$ cat src/hw/cfg_irq_pkg.sv
/*
 Constants for the configuration-load and interrupt-return execute block.
 Assumes a 14-bit instruction word, 8-bit data and a 13-bit program counter.
*/
// Overview of operation
// (RULE1) Fixed config-load opcode copies accumulator to config register, one cycle, flags untouched.
// (RULE2) Config register is also an ordinary direct file register, readable and writable.
// (RULE3) Dedicated config-load opcode kept for compatibility, same effect as register write.
// (RULE4) Interrupt-return opcode pops stack, loads popped top value into program counter.
// (RULE5) Interrupt-return sets global interrupt enable, bit 7 of irq control register.
// (RULE6) Interrupt-return takes two cycles: decode Q1, enable Q3, pop Q4, then idle.
package cfg_irq_pkg;
    localparam logic [13:0] OP_CFG_LOAD = 14'h0062;
    localparam logic [13:0] OP_IRQ_RETURN = 14'h0009;
    localparam logic [6:0] CFG_REG_ADDR = 7'h01;
    localparam logic [6:0] IRQ_CTRL_ADDR = 7'h0b;
    localparam int IRQ_ENABLE_BIT = 7;
    localparam logic [7:0] CFG_RESET = 8'hff;
    localparam logic [7:0] IRQ_CTRL_RESET = 8'h00;
    localparam logic [12:0] PC_RESET = 13'h0000;
    localparam logic [1:0] Q1 = 2'h0;
    localparam logic [1:0] Q2 = 2'h1;
    localparam logic [1:0] Q3 = 2'h2;
    localparam logic [1:0] Q4 = 2'h3;
    localparam int IRQ_RETURN_CYCLES = 2;

    typedef enum logic [1:0]
    {
        ST_EXEC = 2'b00,
        ST_RET_FIRST = 2'b01,
        ST_RET_SECOND = 2'b10
    } ret_state_e;
endpackage

$ cat src/hw/cfg_load_and_irq_return_exec.sv
/*
 Execute logic for the config-load and interrupt-return instructions, plus the
 ordinary direct write/read path to the config and irq control registers.
 Assumes the fetch stage holds instr stable across all four quarter phases of a
 cycle, and the stack supplies stack_top_value combinationally from its top entry.
*/
`timescale 1ns/1ps
module cfg_load_and_irq_return_exec
(
    input wire logic clock,
    input wire logic arst_n,
    input wire logic [13:0] instr,
    input wire logic [7:0] accumulator,
    input wire logic file_wr,
    input wire logic [6:0] file_addr,
    input wire logic [7:0] file_wdata,
    input wire logic [12:0] stack_top_value,
    output logic [7:0] file_rdata,
    output logic [7:0] cfg_register,
    output logic [7:0] irq_control_register,
    output logic global_irq_enable,
    output logic [12:0] pc,
    output logic pc_load,
    output logic stack_pop,
    output logic busy,
    output logic [1:0] phase_out
);
    logic [1:0] rst_sync;
    logic rst_n;
    logic [1:0] phase;
    cfg_irq_pkg::ret_state_e state;
    cfg_irq_pkg::ret_state_e next_state;
    logic [7:0] next_cfg;
    logic [7:0] next_ictl;
    logic [12:0] next_pc;
    logic next_pc_load;
    logic next_stack_pop;
    logic next_busy;
    logic [7:0] next_rdata;

    // Opcode match for the dedicated config load; only the full 14-bit word counts
    function automatic logic is_cfg_load(input logic [13:0] word);
        return word == cfg_irq_pkg::OP_CFG_LOAD;
    endfunction

    // Opcode match for the interrupt return
    function automatic logic is_irq_return(input logic [13:0] word);
        return word == cfg_irq_pkg::OP_IRQ_RETURN;
    endfunction

    // Quarter-phase compare, used by the Q4 writes, the Q1 return decode and the Q3 enable step
    function automatic logic at_phase(input logic [1:0] now, input logic [1:0] which);
        return now == which;
    endfunction

    // Address decode for the directly addressed config register
    function automatic logic hits_cfg(input logic [6:0] addr);
        return addr == cfg_irq_pkg::CFG_REG_ADDR;
    endfunction

    // Address decode for the irq control register
    function automatic logic hits_ictl(input logic [6:0] addr);
        return addr == cfg_irq_pkg::IRQ_CTRL_ADDR;
    endfunction

    // Reset release through two flops so removal is clean on our clock
    always_ff @(posedge clock or negedge arst_n)
    begin
        if (!arst_n)
            rst_sync <= 2'h0;
        else
            rst_sync <= {rst_sync[0], 1'b1};
    end
    assign rst_n = rst_sync[1];

    quarter_phase u_phase
    (
        .clock(clock),
        .rst_n(rst_n),
        .phase(phase)
    );

    // Decode and execute; status flags are never touched by this block
    always_comb
    begin
        next_state = state;
        next_cfg = cfg_register;
        next_ictl = irq_control_register;
        next_pc = pc;
        next_pc_load = 1'b0;
        next_stack_pop = 1'b0;
        next_busy = busy;
        case (state)
            cfg_irq_pkg::ST_EXEC:
            begin
                // (RULE2) direct register write
                if (file_wr && at_phase(phase, cfg_irq_pkg::Q4))
                begin
                    if (hits_cfg(file_addr))
                        next_cfg = file_wdata;
                    if (hits_ictl(file_addr))
                        next_ictl = file_wdata;
                end
                // (RULE1) legacy config load
                // (RULE3) same as accumulator write
                // Placed after the direct write so the load wins a same-cycle clash
                if (is_cfg_load(instr) && at_phase(phase, cfg_irq_pkg::Q4))
                    next_cfg = accumulator;
                // (RULE6) decode in Q1
                // Later phases of a return word are ignored, so a late-held word cannot restart it
                if (is_irq_return(instr) && at_phase(phase, cfg_irq_pkg::Q1))
                begin
                    next_state = cfg_irq_pkg::ST_RET_FIRST;
                    next_busy = 1'b1;
                end
            end
            cfg_irq_pkg::ST_RET_FIRST:
            begin
                // (RULE5) enable set in Q3
                if (at_phase(phase, cfg_irq_pkg::Q3))
                    next_ictl[cfg_irq_pkg::IRQ_ENABLE_BIT] = 1'b1;
                // (RULE4) pop into PC at Q4
                if (phase == cfg_irq_pkg::Q4)
                begin
                    next_pc = stack_top_value;
                    next_pc_load = 1'b1;
                    next_stack_pop = 1'b1;
                    next_state = cfg_irq_pkg::ST_RET_SECOND;
                end
            end
            cfg_irq_pkg::ST_RET_SECOND:
            begin
                // (RULE6) second cycle idles, ends at Q4
                if (phase == cfg_irq_pkg::Q4)
                begin
                    next_state = cfg_irq_pkg::ST_EXEC;
                    next_busy = 1'b0;
                end
            end
            default:
            begin
                next_state = cfg_irq_pkg::ST_EXEC;
                next_busy = 1'b0;
            end
        endcase
    end

    // Read mux registered so every output comes from a flop; one cycle of latency
    always_comb
    begin
        if (file_addr == cfg_irq_pkg::CFG_REG_ADDR)
            next_rdata = cfg_register;
        else if (file_addr == cfg_irq_pkg::IRQ_CTRL_ADDR)
            next_rdata = irq_control_register;
        else
            next_rdata = 8'h00;
    end

    // Read data register; kept apart from the execute state so it never stalls
    always_ff @(posedge clock or negedge rst_n)
    begin
        if (!rst_n)
            file_rdata <= 8'h00;
        else
            file_rdata <= next_rdata;
    end

    // Execute state and register outputs

    always_ff @(posedge clock or negedge rst_n)
    begin
        if (!rst_n)
        begin
            state <= cfg_irq_pkg::ST_EXEC;
            cfg_register <= cfg_irq_pkg::CFG_RESET;
            irq_control_register <= cfg_irq_pkg::IRQ_CTRL_RESET;
            global_irq_enable <= 1'b0;
            pc <= cfg_irq_pkg::PC_RESET;
            pc_load <= 1'b0;
            stack_pop <= 1'b0;
            busy <= 1'b0;
            phase_out <= cfg_irq_pkg::Q1;
        end
        else
        begin
            state <= next_state;
            cfg_register <= next_cfg;
            irq_control_register <= next_ictl;
            global_irq_enable <= next_ictl[cfg_irq_pkg::IRQ_ENABLE_BIT];
            pc <= next_pc;
            pc_load <= next_pc_load;
            stack_pop <= next_stack_pop;
            busy <= next_busy;
            phase_out <= phase;
        end
    end
endmodule

$ cat src/hw/quarter_phase.sv
/*
 Quarter-phase counter: splits each instruction cycle into Q1..Q4.
 Assumes a synchronised active-low reset from the parent.
*/
`timescale 1ns/1ps
module quarter_phase
(
    input wire logic clock,
    input wire logic rst_n,
    output logic [1:0] phase
);
    logic [1:0] next_phase;

    // Free-running phase advance, wraps Q4 to Q1
    always_comb
    begin
        next_phase = phase + 2'h1;
    end

    always_ff @(posedge clock or negedge rst_n)
    begin
        if (!rst_n)
            phase <= cfg_irq_pkg::Q1;
        else
            phase <= next_phase;
    end
endmodule

$ cat config.mk
export PLATFORM = sky130hd
export DESIGN_NAME = cfg_load_and_irq_return_exec
export DESIGN_NICKNAME = d
export VERILOG_FILES = /design/src/hw/cfg_irq_pkg.sv /design/src/hw/cfg_load_and_irq_return_exec.sv /design/src/hw/quarter_phase.sv
export SDC_FILE = /design/constraint.sdc
export NUM_CORES = 1
export LEC_CHECK = 0
export BUFFER_PORTS_ARGS = -buffer_cell sky130_fd_sc_hd__buf_4
export CAP_MARGIN = 20
export CORE_AREA = 2 2 70 72
export CTS_CLUSTER_DIAMETER = 200
export DETAILED_ROUTE_END_ITERATION = 8
export DIE_AREA = 0 0 72 74
export PLACE_DENSITY = 0.79
export RECOVER_POWER = 50
export SLEW_MARGIN = 30
export SYNTH_ARGS = -nofsm -noshare
export SYNTH_HDL_FRONTEND = slang
export SYNTH_HIERARCHICAL = 1
export SYNTH_SLANG_ARGS = --single-unit
$ cat constraint.sdc
create_clock -name clock -period 1.9 [get_ports clock]
set_clock_uncertainty 0.05 [all_clocks]
set_input_delay 0.38 -clock clock [delete_from_list [all_inputs] [get_ports clock]]
set_output_delay 0.38 -clock clock [all_outputs]
set_load 0.01 [all_outputs]
==> run_results.csv <==
group,metric,value,unit
drt,vias,1554,
logic_synthesis,ys_ff_latch,47,
clocking,cts_tree,"done",
logic_synthesis,yosys_warnings,6,
logic_synthesis,yosysTopAreaCell,"dfrtp_1",
clocking,root_buffer,"clkbuf_8",
power,switching_share,22.0,%
timing,final_max_slew_viol_count,0,
power,p_sw,0.000415,W
drt,wl_per_cell,15.1,um
power,peakVddDrop,0.284,mV
logic_synthesis,synth_area_leaders,"dfrtp_1 (48%), dfstp_2 (10%), mux2_1 (8.3%), o221a_1 (4.4%), a22o_1 (3.5%)",
logic_synthesis,ys_types,38,
timing,worst_pin_slew,1.34,ns
logic_synthesis,synth_nets,198,
floorplanning,placementRows,25,
clocking,postCtsSetupRepairBufs,0,
clocking,clk_pin_slew,0.08,ns
clocking,htreeDepth,2,
timing,setup-tns-final,0,ns
placement,place_hpwl,3440,um
layout,fill_cells,384,
timing,max_clock_freq,0.580,GHz
logic_synthesis,synth_edf_count,0,
power,seq_power_share,55.8,%
logic_synthesis,synth_top_family_by_area,"simple AND/OR/NAND/NOR gates",
placement,io_buffers,95,
logic_synthesis,postSynthAreaPerCell,14.0,sq um
outcome,outcome,"finished, final reports clean",
drt,remaining_drc_errors,0,
global_route,gr-total-overflow,0,
power,power_frac_clock,34.9,%
global_route,grt_max_degree,36,
global_route,grt_antenna_before_repair,0,
logic_synthesis,synth-main-ff-cell,"dfrtp_1",
floorplanning,initial_utilization,44.1,%
clocking,clockBufferDepth,2,
logic_synthesis,yosysMostFrequentCell,"dfrtp_1",
setup_path,worstPathRequired,2.08,ns
power,total_power,0.00189,W
floorplanning,die_h,74,um
timing,fin_crit_sh,90.7,%
setup_path,startpoint_type,"input pin",
setup_path,path_max_fanout,8,
placement,gp_congestion,0.762,
logic_synthesis,synthTopCellsByCount,"dfrtp_1 (39), mux2_1 (15), inv_1 (10)",
layout,area.growth.synth_to_final,40.9,%
layout,antennaDiodeCount,0,
floorplanning,ioPinCount,96,
timing,max-slew-margin-rel,10.5,%
setup_path,worstSetupPathType,"in2reg",
logic_synthesis,synth-simple-area-share,13.1,%
drt,ant_nets,0,
global_route,grt_pass1_wl,7180,um
logic_synthesis,synthMuxAreaShare,11.6,%
power,p_leak,1.42,nW
logic_synthesis,synthesis.area,2030,sq um
logic_synthesis,ys_seq_area_share,58.5,%
drt,dr.pass1.iters,3,
clocking,cts_buffers,5,
power,pwr-share-comb,9.4,%
timing,hold_viol,0,
floorplanning,die_area,5330,sq um
setup_path,cp.arrival,1.90,ns
drt,viasPerCell,5.16,
floorplanning,core,4600,sq um
floorplanning,dieWidth,72,um
setup_path,worstPathCellList,"clkbuf_4, nor4b_1, and2_0, a22o_1",
logic_synthesis,synth_compound_area_share,12.7,%
min_path,min-delay-path-class,"in2reg",
run,cap_viol_max_count,0,
logic_synthesis,synthAdderAreaFrac,0,%
logic_synthesis,yosysTopAreaCellShare,48.1,%
timing,setup_viol,0,
power,power_density,660,nW/um^2
drt,wl,4530,um
layout,drive_gt1_share,47.0,%
logic_synthesis,async_flop_share,100,%
power,internal-power,0.00147,W
logic_synthesis,synth_xor_area_share,0.432,%
layout,layout.nets,299,
clocking,clkLatencyLatePin,0.29,ns
global_route,grt_pass1_vias,1498,
timing,grt_setup_unrepaired,"false",
timing,fin_crit,1.72,ns
logic_synthesis,syn_inst,145,
global_route,grt_usage,17.9,%
setup_path,cp-end-kind,"register",
setup_path,crit_slowest_cell,"nor4b_1",
setup_path,max_stage_delay,0.60,ns
drt,drt_iter0_drc,57,
clocking,cts.sinks,47,
registers in the layout, summed over array words and instances (netlist names):
signal	count
file_rdata	8
u_phase/phase	2
state	2
cfg_register	8
rst_sync	2
pc	13
phase_out	2
irq_control_register	8
busy	1
stack_pop	1
power groups by stage:
stage	Combinational, W	Clock, W	Sequential, W
floorplan	0.0000336	0	0.00108
global placement	0.000182	0	0.00107
detailed placement	0.000185	0	0.00107
CTS	0.000187	0.000675	0.00105
global route	0.000192	0.000725	0.00106
finish	0.000177	0.000657	0.00105
metrics by stage:
stage                     instance area [sq um]  instances  setup WS (ns)  hold slack [ns]  utilization, %
after global routing                       2860        301         0.0824            0.222            62.1
after floorplan                            2030        145          0.336           0.0344               -
after global placement                     2810        292          0.173            0.113            61.0
after CTS                                  2920        301          0.232            0.230            63.5
final                                      2860        301          0.176            0.247            62.1
after detailed placement                   2810        292          0.138            0.117            61.0
critical path, delay by kind of cell:
family	cells	cell delay, ns
AO/OA/AOI/OAI	1	0.25
AND/OR/NAND/NOR	2	1.15
buffers and inverters	1	0.11
metal layers:
metal | share of wire [%] | wire [um] | vias to the layer above | global-route usage, %
met2 | 51 | 2310 | 54 | 28.3
met3 | 5.3 | 242 | 2 | 4.34
li1 | - | - | 736 | -
met1 | 43 | 1950 | 762 | 24.0
met5 | 0 | 0 | - | 0
met4 | 0.55 | 25 | 0 | 6.92
cells by family after synthesis:
family / Yosys count
flip-flops: 47
multiplexers: 21
XOR/XNOR: 1
AO/OA/AOI/OAI: 29
AND/OR/NAND/NOR: 30
other: 1
buffers and inverters: 16
final timing paths:
kind                                                to  slack, ns                  startpoint  depth (start not counted)
min in group asynchronous        rst_sync[1]$_DFF_PN0_       0.35                      arst_n                          2
max in group asynchronous      file_rdata[1]$_DFF_PN0_       0.43       rst_sync[1]$_DFF_PN0_                          1
hold reg to reg                  rst_sync[1]$_DFF_PN0_       0.32       rst_sync[0]$_DFF_PN0_                          0
setup / recovery               file_rdata[2]$_DFF_PN0_       0.18                file_addr[1]                          4
setup reg to reg           cfg_register[4]$_DFFE_PN1P_       0.24  u_phase/phase[0]$_DFF_PN0_                          4
hold / removal                      pc[11]$_DFFE_PN0P_       0.25         stack_top_value[11]                          2
layout by cell type, fill, tap and decap left out, types with 3 or more instances in the layout:
cell	instances
inv_1	10
nand2b_1	3
mux2_1	15
o21ai_0	3
clkbuf_8	7
nand2_1	3
a22o_1	8
dfstp_2	8
clkbuf_1	12
nor2_1	3
buf_4	85
dfrtp_1	39
o221a_1	8
o211ai_1	8
mux2_2	5
area by class of cell:
class / instances / area, sq um / area share [%]
Sequential cell: 47 / 1190 / 41.5
Inverter: 10 / 37.5 / 1.31
Clock buffer: 7 / 96.3 / 3.37
Timing Repair Buffer: 100 / 706 / 24.7
Clock inverter: 1 / 7.51 / 0.263
Multi-Input combinational cell: 82 / 756 / 26.5
Tap cell: 54 / 67.6 / 2.37
timing repair:
| item | CTS | global route |
|---|---|---|
| hold buffers | 1 | 0 |
| gates resized for setup | 0 | 0 |
| hold endpoints to repair | 2 | 0 |
Power figures use the tool's default switching activity.
